## config.mk

```make
export PLATFORM = sky130hd
export DESIGN_NAME = aboe_exec
export DESIGN_NICKNAME = d
export VERILOG_FILES = /design/src/aboe_pkg.sv /design/src/aboe_alu.sv /design/src/aboe_exec.sv
export SDC_FILE = /design/constraint.sdc
export NUM_CORES = 1
export LEC_CHECK = 0
export BUFFER_PORTS_ARGS = -buffer_cell sky130_fd_sc_hd__buf_2
export CAP_MARGIN = 5
export CORE_MARGIN = 10
export CORE_UTILIZATION = 45
export CTS_CLUSTER_DIAMETER = 150
export DETAILED_ROUTE_END_ITERATION = 10
export HOLD_SLACK_MARGIN = 0.1
export PLACE_DENSITY = 0.76
export REMOVE_ABC_BUFFERS = 1
export SKIP_LAST_GASP = 1
export SYNTH_ARGS = -nofsm -noshare
export SYNTH_HDL_FRONTEND = slang
export SYNTH_HIERARCHICAL = 1
export SYNTH_SLANG_ARGS = --single-unit
```

## constraint.sdc

```tcl
create_clock -name i_mclk -period 2.2 [get_ports i_mclk]
set_input_delay 0.11 -clock i_mclk [delete_from_list [all_inputs] [get_ports i_mclk]]
set_output_delay 0.11 -clock i_mclk [all_outputs]
set_load 0.005 [all_outputs]
```

## src/aboe_pkg.sv

```systemverilog
/*
 * aboe_pkg: shared constants for the add and bit-operation executor.
 * assumes a 14-bit instruction word and an 8-bit data path.
 */
package aboe_pkg;
   // ------------------------------------------------------------------
   // widths and opcode patterns
   // ------------------------------------------------------------------
   localparam int          INSN_W      = 14;
   localparam int          DATA_W      = 8;
   localparam int          FADDR_W     = 7;
   localparam logic [5:0]  OPC_ADD     = 6'h07;   // 00 0111
   localparam logic [3:0]  OPC_BCLR    = 4'h4;    // 01 00
   localparam logic [3:0]  OPC_BSET    = 4'h5;    // 01 01
   localparam logic [3:0]  OPC_BTSC    = 4'h6;    // 01 10
   // ------------------------------------------------------------------
   // field positions and reset values
   // ------------------------------------------------------------------
   localparam int          DEST_POS    = 7;
   localparam int          BIT_LSB     = 7;
   localparam int          NIB_POS     = 3;   // digit-carry comes from bit 3
   localparam logic [7:0]  W_RST       = 8'h00;
   localparam logic [2:0]  FLAGS_RST   = 3'h0;
   localparam int          SKIP_CYCLES = 2;
endpackage

```

## src/aboe_alu.sv

```systemverilog
/*
 * aboe_alu: combinational adder and single-bit modifier.
 * assumes operands are stable for the whole instruction cycle.
 */
`timescale 1ns/1ps
module aboe_alu #(
   parameter int DATA_W = 8
) (
   // add operands
   input  wire logic [DATA_W-1:0] i_work,
   input  wire logic [DATA_W-1:0] i_file,
   // bit operation
   input  wire logic [2:0]        i_bit_sel,
   input  wire logic              i_bit_val,
   // results
   output logic [DATA_W-1:0]      o_sum,
   output logic                   o_carry,
   output logic                   o_digit_carry,
   output logic                   o_zero,
   output logic [DATA_W-1:0]      o_bit_mod,
   output logic                   o_bit_cur
);
   logic [DATA_W:0] sum_ext;
   logic [4:0]      nib_ext;

   always_comb begin
      sum_ext       = {1'b0, i_work} + {1'b0, i_file};
      nib_ext       = {1'b0, i_work[3:0]} + {1'b0, i_file[3:0]};
      o_sum         = sum_ext[DATA_W-1:0];
      o_carry       = sum_ext[DATA_W];
      o_digit_carry = nib_ext[aboe_pkg::NIB_POS+1];
      o_zero        = (sum_ext[DATA_W-1:0] == '0);
      o_bit_mod     = i_file;
      o_bit_mod[i_bit_sel] = i_bit_val;
      o_bit_cur     = i_file[i_bit_sel];
   end
endmodule // aboe_alu

```

## src/aboe_exec.sv

```systemverilog
/*
 * aboe_exec: executes add-work-to-file, bit-clear, bit-set and
 * bit-test-skip-if-clear, one instruction word per clock.
 * assumes the fetch stage presents the word with a valid strobe and the
 * file space answers reads combinationally at o_faddr.
 * assumes i_nrst is released away from the rising clock edge.
 */
// Overview of operation
// RL1: the add opcode sums the working register and the file register and updates carry, digit carry and zero.
// RL2: with the destination bit clear the sum goes to the working register only.
// RL3: with the destination bit set the sum is written back to file address 0 to 127.
// RL4: bit clear forces the selected bit to zero and leaves all flags alone.
// RL5: bit set forces the selected bit to one and leaves all flags alone.
// RL6: bit test discards the next fetched word when the bit is zero, taking two cycles, else one.
// RL7: add, bit clear and bit set are single-word, single-cycle instructions.
`timescale 1ns/1ps
module aboe_exec #(
   parameter int DATA_W = aboe_pkg::DATA_W
) (
   // clock and reset
   input  wire logic                        i_mclk,
   input  wire logic                        i_nrst,
   // instruction stream
   input  wire logic [aboe_pkg::INSN_W-1:0] i_insn,
   input  wire logic                        i_insn_vld,
   // file register space
   output logic [aboe_pkg::FADDR_W-1:0]     o_faddr,
   input  wire logic [DATA_W-1:0]           i_frdata,
   output logic                             o_fwe,
   output logic [DATA_W-1:0]                o_fwdata,
   // core state
   output logic [DATA_W-1:0]                o_work,
   output logic                             o_carry_flag,
   output logic                             o_digit_carry_flag,
   output logic                             o_zero_flag,
   output logic                             o_skip_busy
);
   // ------------------------------------------------------------------
   // decode
   // ------------------------------------------------------------------
   // no-operation covers every word outside the four handled patterns
   typedef enum logic [2:0] {
      ABOE_NONE,
      ABOE_ADD,
      ABOE_BCLR,
      ABOE_BSET,
      ABOE_BTSC
   } aboe_op_e;

   // one decoder feeds every strobe, so the opcode patterns live in one place
   function automatic aboe_op_e aboe_decode(
      input logic [aboe_pkg::INSN_W-1:0] insn);
      aboe_op_e op;
      op = ABOE_NONE;
      if (insn[13:8] == aboe_pkg::OPC_ADD) begin
         op = ABOE_ADD;   // RL1
      end else begin
         case (insn[13:10])
            aboe_pkg::OPC_BCLR: op = ABOE_BCLR;
            aboe_pkg::OPC_BSET: op = ABOE_BSET;
            aboe_pkg::OPC_BTSC: op = ABOE_BTSC;
            default:            op = ABOE_NONE;
         endcase
      end
      return op;
   endfunction

   // the sequencer spends at most one extra cycle on a skip
   typedef enum {
      ABOE_RUN,
      ABOE_DISCARD
   } aboe_state_e;

   aboe_op_e          op;
   aboe_state_e       state_q;
   aboe_state_e       state_d;
   logic [DATA_W-1:0] work_q;
   logic [DATA_W-1:0] work_d;
   logic [2:0]        flags_q;
   logic [2:0]        flags_d;
   logic [DATA_W-1:0] sum;
   logic [DATA_W-1:0] bit_mod;
   logic              c_new;
   logic              dc_new;
   logic              z_new;
   logic              bit_cur;
   logic              fwe_d;
   logic              fwe_q;
   logic [DATA_W-1:0] fwdata_d;
   logic [DATA_W-1:0] fwdata_q;
   logic              active;
   logic              do_add;
   logic              do_bit_wr;
   logic              do_test;

   assign active  = i_insn_vld && (state_q == ABOE_RUN);
   assign op      = aboe_decode(i_insn);
   assign o_faddr = i_insn[aboe_pkg::FADDR_W-1:0];   // RL3

   aboe_alu #(
      .DATA_W        (DATA_W)
   ) u_alu (
      .i_work        (work_q),
      .i_file        (i_frdata),
      .i_bit_sel     (i_insn[aboe_pkg::BIT_LSB +: 3]),
      .i_bit_val     (op == ABOE_BSET),
      .o_sum         (sum),
      .o_carry       (c_new),
      .o_digit_carry (dc_new),
      .o_zero        (z_new),
      .o_bit_mod     (bit_mod),
      .o_bit_cur     (bit_cur)
   );

   // ------------------------------------------------------------------
   // executed strobes
   // ------------------------------------------------------------------
   // a word acts only in a run cycle; an invalid word, an unknown opcode
   // and the discard cycle all fall through as no-operations, so no
   // register below needs its own validity test
   always_comb begin
      do_add    = active && (op == ABOE_ADD);                   // RL1
      do_bit_wr = active && ((op == ABOE_BCLR) || (op == ABOE_BSET));
      do_test   = active && (op == ABOE_BTSC);                  // RL6
   end

   // ------------------------------------------------------------------
   // skip sequencer
   // ------------------------------------------------------------------
   // the word fetched behind a taken test is dropped by one discard cycle
   // rather than by stalling the fetch side
   always_comb begin
      state_d = state_q;
      case (state_q)
         ABOE_RUN: begin
            if (do_test && !bit_cur) begin
               state_d = ABOE_DISCARD;                        // RL6
            end
         end
         ABOE_DISCARD: begin
            // the prefetched word is dropped: a no-operation cycle
            state_d = ABOE_RUN;                               // RL6
         end
         default: begin
            state_d = ABOE_RUN;
         end
      endcase
   end

   always_ff @(posedge i_mclk or negedge i_nrst) begin
      if (!i_nrst) begin
         state_q <= ABOE_RUN;
      end else begin
         state_q <= state_d;
      end
   end

   // ------------------------------------------------------------------
   // working register and status flags
   // ------------------------------------------------------------------
   // only an executed add loads the flags; bit operations leave them be
   always_comb begin
      work_d  = work_q;
      flags_d = flags_q;
      if (do_add) begin
         flags_d = {z_new, dc_new, c_new};                    // RL1
         if (!i_insn[aboe_pkg::DEST_POS]) begin
            work_d = sum;                                     // RL2
         end
      end
   end

   always_ff @(posedge i_mclk or negedge i_nrst) begin   // RL7
      if (!i_nrst) begin
         work_q  <= aboe_pkg::W_RST;
         flags_q <= aboe_pkg::FLAGS_RST;
      end else begin
         work_q  <= work_d;
         flags_q <= flags_d;
      end
   end

   // ------------------------------------------------------------------
   // file write port
   // ------------------------------------------------------------------
   // the write is registered so all single-cycle ops retire at one edge;
   // the cost is that a word reading the same address in the very next
   // cycle sees the old value unless the file space forwards the write
   always_comb begin
      fwe_d    = 1'b0;
      fwdata_d = fwdata_q;
      if (do_add && i_insn[aboe_pkg::DEST_POS]) begin
         fwe_d    = 1'b1;                                     // RL3
         fwdata_d = sum;
      end else if (do_bit_wr) begin
         fwe_d    = 1'b1;                                     // RL4
         fwdata_d = bit_mod;                                  // RL5
      end
   end

   always_ff @(posedge i_mclk or negedge i_nrst) begin   // RL7
      if (!i_nrst) begin
         fwe_q    <= 1'b0;
         fwdata_q <= '0;
      end else begin
         fwe_q    <= fwe_d;
         fwdata_q <= fwdata_d;
      end
   end

   // ------------------------------------------------------------------
   // outputs
   // ------------------------------------------------------------------
   // data outputs come straight from flip-flops
   assign o_fwe              = fwe_q;
   assign o_fwdata           = fwdata_q;
   assign o_work             = work_q;
   assign o_carry_flag       = flags_q[0];
   assign o_digit_carry_flag = flags_q[1];
   assign o_zero_flag        = flags_q[2];
   assign o_skip_busy        = (state_q == ABOE_DISCARD);
endmodule // aboe_exec

```

==> run metrics, run 1 <==
status=completed; Clock Skew=0.00118 ns; Final WS setup=roughly 0.023 ns; maxcap violations=0; synthesis-stage register bit count=21; pre-CTS setup slack=-0.0252 ns; Clock H-tree levels=1; vias=approximately 1400; Top-Level Pins=53; Final Hold Fails=0; syn_area_per_cell=around 10 um^2; GRT Residual Overflow=0; total CTS buffers=3; most instantiated library cell after synthesis=dfrtp_1; global-route wire length before repair=~7000 um; FILL cells=297; Mapped Area=between 1500 and 2000 um^2; largest net degree at the start of global routing=22; Syn Inst Count=~150; clock root buffer=clkbuf_4; Netlist cell types=39; Worst Path Required=2.41 ns; CTS sink cnt=21; drt first pass iters=5; PortBufs=38; f_max=about 460 MHz; Worst setup EP type=flop; Worst Max-Slew Pin Slew=0.489 ns; CP Class=reg2reg; Setup crit start kind=flop; Peak VDD IR=around 230 uV; Post-synth top cells=dfrtp_1 (21), mux2_2 (18), o21ai_0 (11), nand3_1 (10); Primary FF master, synth=dfrtp_1; ant diodes=0; Final ANT Viol Nets=0; Worst Path Arrival=~2.4 ns; Slew headroom=approximately two thirds; Placer Congestion=approximately 0.84; Starting Density=46.5%; RSZ-0062 raised after global routing=true; CTS Buffer Depth=2; nets=roughly 220; max-slew violations=0; final setup fails=0; reg2reg path depth=8; min cycle time layout=between 2 and 2.5 ns; Hold Path Depth=2; WL per Instance=between 15 and 20 um; share of cells above drive strength 1=a little under half; number of global-route vias before repair=1449; crit-path max FO=3; core area=between 3000 and 4000 um^2; Static Leak=0.884 nW; fin crit share=between 90% and 100%; CTS tree=done; pwr/cell area=approximately 550 nW/um^2; Die Area=~6200 um^2; multi-input logic area=971 um^2; Async SR Flop Fraction=between 90% and 100%; Die X=between 70 and 80 um; routed wire length=between 4000 and 5000 um; Synth warnings=6; Syn-to-layout area delta=21.9%; clk_lat worst skew=about 0.31 ns; HPWL after DPL=between 3000 and 4000 um; proportion of synthesized chip area in sequential cells=between 30 and 40%; area leader, netlist=dfrtp_1; Starting DRT DRC Count=between 150 and 200; HP Class=in2reg; Layout Utilization=~57%; Placement Rows=21; register area=526 um^2; post-synth top area share=between 30% and 40%; number of flops mapped to enable cells by yosys=0; Overall Global Routing Usage=13.7%; dominant cells by area after synthesis=dfrtp_1 (34%), mux2_2 (13%), ha_1 (6.5%), a31oi_1 (3.7%), nor4_1 (3.7%); initial antenna violation count=0; die height=roughly 80 um; Worst-path clk slew=around 0.12 ns; DRC violations left=0; vias per inst=~6.0
## power breakdown
part | switching, mW | internal (mW)
clock network | 0.128 | 0.0680
registers | 0.0271 | 0.432
logic | 0.193 | 0.180
## cells in the final DEF (no fill, tap or decap), types with 2 or more instances in the layout
cell type and instances:
o21ai_0 11, buf_4 10, a31oi_1 8, dlygate4sd3_1 2
a21o_1 2, nor4_1 7, xnor2_2 2, xor2_1 2
dfrtp_1 21, nor4bb_1 2, nand2b_1 2, clkbuf_4 3
nor3b_1 2, mux4_2 2, clkinv_1 2, nand3_1 9
buf_2 38, nand3b_1 2, nor2_1 4, mux2_2 18
mux2_1 2, nor3_1 3, ha_1 8, nand4bb_1 3
a21oi_2 2, nand2_1 3, nor4_2 2
## registers in the layout (all words and copies together), names as in the netlist
register,flops
flags_q,3
state_q,1
o_work,8
o_fwe,1
o_fwdata,8
## metal layers
metal  routed length (um)  GRT usage, %  share of wire (%)  up-vias
met4                   90          6.81                2.1        0
met3                  293          3.42                6.8       10
met2                 2140          22.4                 50       68
li1                     -             -                  -      644
met5                    0             0                  0        -
met1                 1790          16.3                 41      680
## what timing repair did
item / 4_1_cts / 5_1_grt
pin swaps: 1 / 2
resized for setup: 4 / 6
hold buffers: 2 / 0
endpoints found under the hold margin: 22 / 0
setup endpoints to repair: 2 / 5
buffers inserted: 0 / 3
## metrics by stage
step | cells | cell area (um^2) | power (mW) | TNS (ns) | hold WS, ns
after floorplan | 135 | 1450 | 0.654 | 0 | -0.186
after detailed placement | 226 | 1750 | 0.800 | -0.0252 | 0.108
after global routing | 235 | 1880 | 1.09 | -0.129 | 0.131
final | 235 | 1880 | 1.03 | 0 | 0.144
after global placement | 226 | 1750 | 0.790 | 0 | 0.0964
after CTS | 232 | 1820 | 1.01 | -0.00259 | 0.123
## kinds of logic after synthesis
| logic type | share of synthesized area, % |
|---|---|
| buf+inv | 6.50 |
| simple gates | 19.4 |
| fa+ha+maj | 7.80 |
| mux | 17.5 |
| flops | 34.1 |
| xor+xnor | 2.84 |
| compound gates | 11.8 |
## area by class of cell
cell class,instances,area share (%)
flip-flops and latches,21,28.0
well taps,46,3.06
clock inverters,1,0.266
repair buffers,50,15.2
clock buffers,3,1.20
inverters,3,0.600
multi-input cells,111,51.7
## critical path, cell delays in order (launching register included)
cell and delay (ns):
dfrtp_1 0.40, ha_1 0.23, fa_2 0.37, a21o_1 0.20
a21oi_2 0.20, xnor2_1 0.19, nor2_1 0.06, nor4b_2 0.16
mux2_2 0.27
## final timing paths
kind                                 start    endpoint  slack (ns)
worst max-delay path             o_work[0]  flags_q[2]        0.02
worst min-delay path            i_insn[11]       o_fwe        0.14
worst max register to register   o_work[0]  flags_q[2]        0.02
worst min register to register  flags_q[0]  flags_q[0]        0.51
max in group asynchronous           i_nrst   o_work[1]        1.59
min in group asynchronous           i_nrst   o_work[2]        0.27
Power figures use the tool's default switching activity.
==> run 2, diff against run 1 <==
--- a/config.mk
+++ b/config.mk
@@ -18,4 +18,3 @@
 export SYNTH_ARGS = -nofsm -noshare
 export SYNTH_HDL_FRONTEND = slang
-export SYNTH_HIERARCHICAL = 1
 export SYNTH_SLANG_ARGS = --single-unit
==> constraint.sdc (replaced) <==
create_clock -name i_mclk -period 2 [get_ports i_mclk]
set_input_delay 0.2 -clock i_mclk [delete_from_list [all_inputs] [get_ports i_mclk]]
set_output_delay 0.2 -clock i_mclk [all_outputs]
set_load 0.005 [all_outputs]
==> run metrics, run 2 <==
fin crit share=100% (+1.2 points); Synth warnings=0 (-6); share of cells above drive strength 1=45.0% (-0.50 points); nets=255 (+14%); total CTS buffers=3 (unchanged); slowest stage delay, CP=0.44 ns (+0.04 ns); CTS Buffer Depth=2 (unchanged); hold slack=0.196 ns (+0.0518 ns); Worst Path Arrival=2.21 ns (-0.18 ns); status=finished with violations; number of flops mapped to enable cells by yosys=0 (unchanged); design area=2050 um^2 (+9.1%); Netlist cell types=50 (+28%); max-slew violations=0 (unchanged); proportion of synthesized chip area in sequential cells=33.5% (-0.65 points); crit-path cells=ha_4 > a21o_1 > a31o_2 > or3_4 > and2_4 > mux2_2; register area=526 um^2 (unchanged); Slew headroom=69.0% (+1.6 points); vias=1496 (+6.7%); Starting DRT DRC Count=132 (-14%); Final WS setup=-0.00286 ns (-0.0257 ns); WL per Instance=16.3 um (-11%); Top-Level Pins=53 (unchanged); DRC violations left=0 (unchanged); Seq pwr share=42.5% (-2.2 points); CP Class=reg2reg; Slowest cell on crit path=dfrtp_1; CTS sink cnt=21 (unchanged); placement-stage cell area=1930 um^2 (+10%); Syn Inst Count=164 (+8.6%); postcts setup bufs=0 (unchanged); Final Hold Fails=0 (unchanged); Setup crit start kind=flop; min cycle time layout=2.00 ns (-0.174 ns); Net Sw Frac=33.9% (about the same); routed wire length=4340 um (+0.70%); initial antenna violation count=0 (unchanged); total power=1.23 mW (+19%); Final ANT Viol Nets=0 (unchanged); Int Pwr=0.810 mW (+19%); commonest non-fill, non-tap cell in the layout=buf_2; ant diodes=0 (unchanged); Clock Skew=0.0150 ns (+0.0138 ns); PortBufs=38 (unchanged); Die Area=6250 um^2 (+1.4%); dominant cells by area after synthesis=dfrtp_1 (33%), ha_1 (6.4%), mux2_2 (5.7%), a21oi_1 (4.8%), mux2i_1 (3.8%); Clock power frac=17.3% (-1.8 points); largest net degree at the start of global routing=22 (unchanged); pwr/cell area=598 nW/um^2 (+9.2%); post-synth top area share=33.5% (-0.65 points); global-route wire length before repair=7110 um (+1.7%); crit-path max FO=4 (+1); violated checks=negative setup slack; Clock H-tree levels=1 (unchanged); die height=79.1 um (+0.72%); core area=3360 um^2 (+1.6%); delay-heaviest family, CP=simple AND/OR/NAND/NOR gates; vias per inst=5.62 (-5.7%); Overall Global Routing Usage=13.6% (-0.029 points); final setup fails=1 (+1); syn_area_per_cell=9.57 um^2 (-6.1%); Worst setup EP type=flop; Placer Congestion=0.837 (+0.16%); area leader, netlist=dfrtp_1; HPWL after DPL=3550 um (+13%); Static Leak=1.02 nW (+16%); Gate power share=40.2% (+3.9 points); Primary FF master, synth=dfrtp_1; HP Class=in2reg; number of global-route vias before repair=1539 (+6.2%); Worst Max-Slew Pin Slew=0.465 ns (-0.0238 ns); Post-synth top cells=dfrtp_1 (21), a21oi_1 (15), nor2_1 (14), inv_1 (10); Syn-to-layout area delta=30.4%; CTS tree=done; synthesis-stage register bit count=21 (unchanged); Die X=79.1 um (+0.72%); most instantiated library cell after synthesis=dfrtp_1; Placement Rows=21 (unchanged); worst path bufs/invs=0 (unchanged); FILL cells=307 (+3.4%); Worst-path clk slew=0.14 ns (+0.02 ns); drt first pass iters=4 (-1); multi-input logic area=1010 um^2 (+4.3%); Worst Path Required=2.21 ns (-0.20 ns); Async SR Flop Fraction=100% (unchanged); Psw=0.415 mW (+19%); GRT Residual Overflow=0 (unchanged); clock root buffer=clkbuf_4; f_max=499 MHz (+8.7%); RSZ-0062 raised after global routing=true; Mapped Area=1570 um^2 (+1.9%); maxcap violations=0 (unchanged); Peak VDD IR=323 uV (+40%); Starting Density=46.7% (+0.17 points); clk_lat worst skew=0.31 ns (about the same); most frequent cells in the layout=buf_2 (38), buf_4 (25), dfrtp_1 (21), a21oi_1 (15), nor2_1 (13)
==> run 2: cell types whose count changed in the layout (fill, tap and decap cells not counted), moves of 7 or more <==
cell / delta
nor4_1: -7
nor2_1: +9
buf_4: +15
inv_1: +8
a21oi_1: +14
mux2_2: -10
==> run 2: worst register-to-register path: stages (launching register included) <==
cell	delay, ns
dfrtp_1	0.44
ha_4	0.23
a21o_1	0.17
a31o_2	0.25
or3_4	0.37
and2_4	0.18
mux2_2	0.26
==> run 2: cell families after synthesis <==
| kind of cell | Yosys count | synth area share (%) |
|---|---|---|
| and+or+nand+nor | 50 | 19.4 |
| AOI/OAI and AO/OA | 44 | 19.0 |
| buffers and inverters | 22 | 7.41 |
| DFF | 21 | 33.5 |
| muxes | 16 | 12.0 |
| adders and majority gates | 9 | 7.65 |
| xor gates and xnor gates | 2 | 1.12 |
==> run 2: stage by stage <==
stage               setup WS, ns  util (%)  setup TNS [ns]  std cells
floorplan               -0.00631         -        -0.00631        152
global placement         -0.0472      57.3          -0.325        261
detailed placement       -0.0960      57.3          -0.667        261
CTS                      -0.0328      59.2         -0.0444        266
global route             -0.0496      60.9          -0.155        266
finish                  -0.00286      60.9        -0.00286        266
==> run 2: worst paths after layout <==
| kind | startpoint | endpoint | slack, ns | cells after the start |
|---|---|---|---|---|
| setup / recovery | o_work[4] | o_work[5] | -0.003 | 6 |
| hold / removal | i_insn[10] | state_q[0] | 0.20 | 4 |
| setup reg to reg | o_work[4] | o_work[5] | -0.003 | 6 |
| hold reg to reg | o_fwdata[1] | o_fwdata[1] | 0.49 | 1 |
| max in group asynchronous | i_nrst | o_fwdata[6] | 1.31 | 2 |
| min in group asynchronous | i_nrst | o_fwe | 0.36 | 2 |
==> run 2: area by class of cell <==
type	instances	area share (%)
Tap cell	46	2.81
Clock buffer	3	1.10
Inverter	10	1.83
Multi-Input combinational cell	121	49.4
Timing Repair Buffer	64	18.9
Sequential cell	21	25.7
Clock inverter	1	0.244
==> run 2: power by group through the flow <==
stage	sequential [mW]	combinational, mW	clock [mW]
2_1_floorplan	0.528	0.228	0
3_3_place_gp	0.526	0.432	0
3_5_place_dp	0.529	0.443	0
4_1_cts	0.521	0.461	0.213
5_1_grt	0.530	0.543	0.236
6_report	0.521	0.492	0.212
==> run 2: per-layer routing <==
layer | part of all wire (%) | vias up | GRT usage (%)
met5 | 0 | - | 0
met4 | 0.42 | 0 | 3.58
met3 | 6.6 | 2 | 4.28
met2 | 51 | 53 | 23.4
met1 | 42 | 723 | 16.0
li1 | - | 718 | -
==> run 2: timing repair <==
item / 4_1_cts / 5_1_grt
endpoints found under the hold margin: 21 / 0
resized for setup: 6 / 11
hold buffers: 1 / 0
pin swaps: 0 / 3
endpoints found under the setup margin: 8 / 10
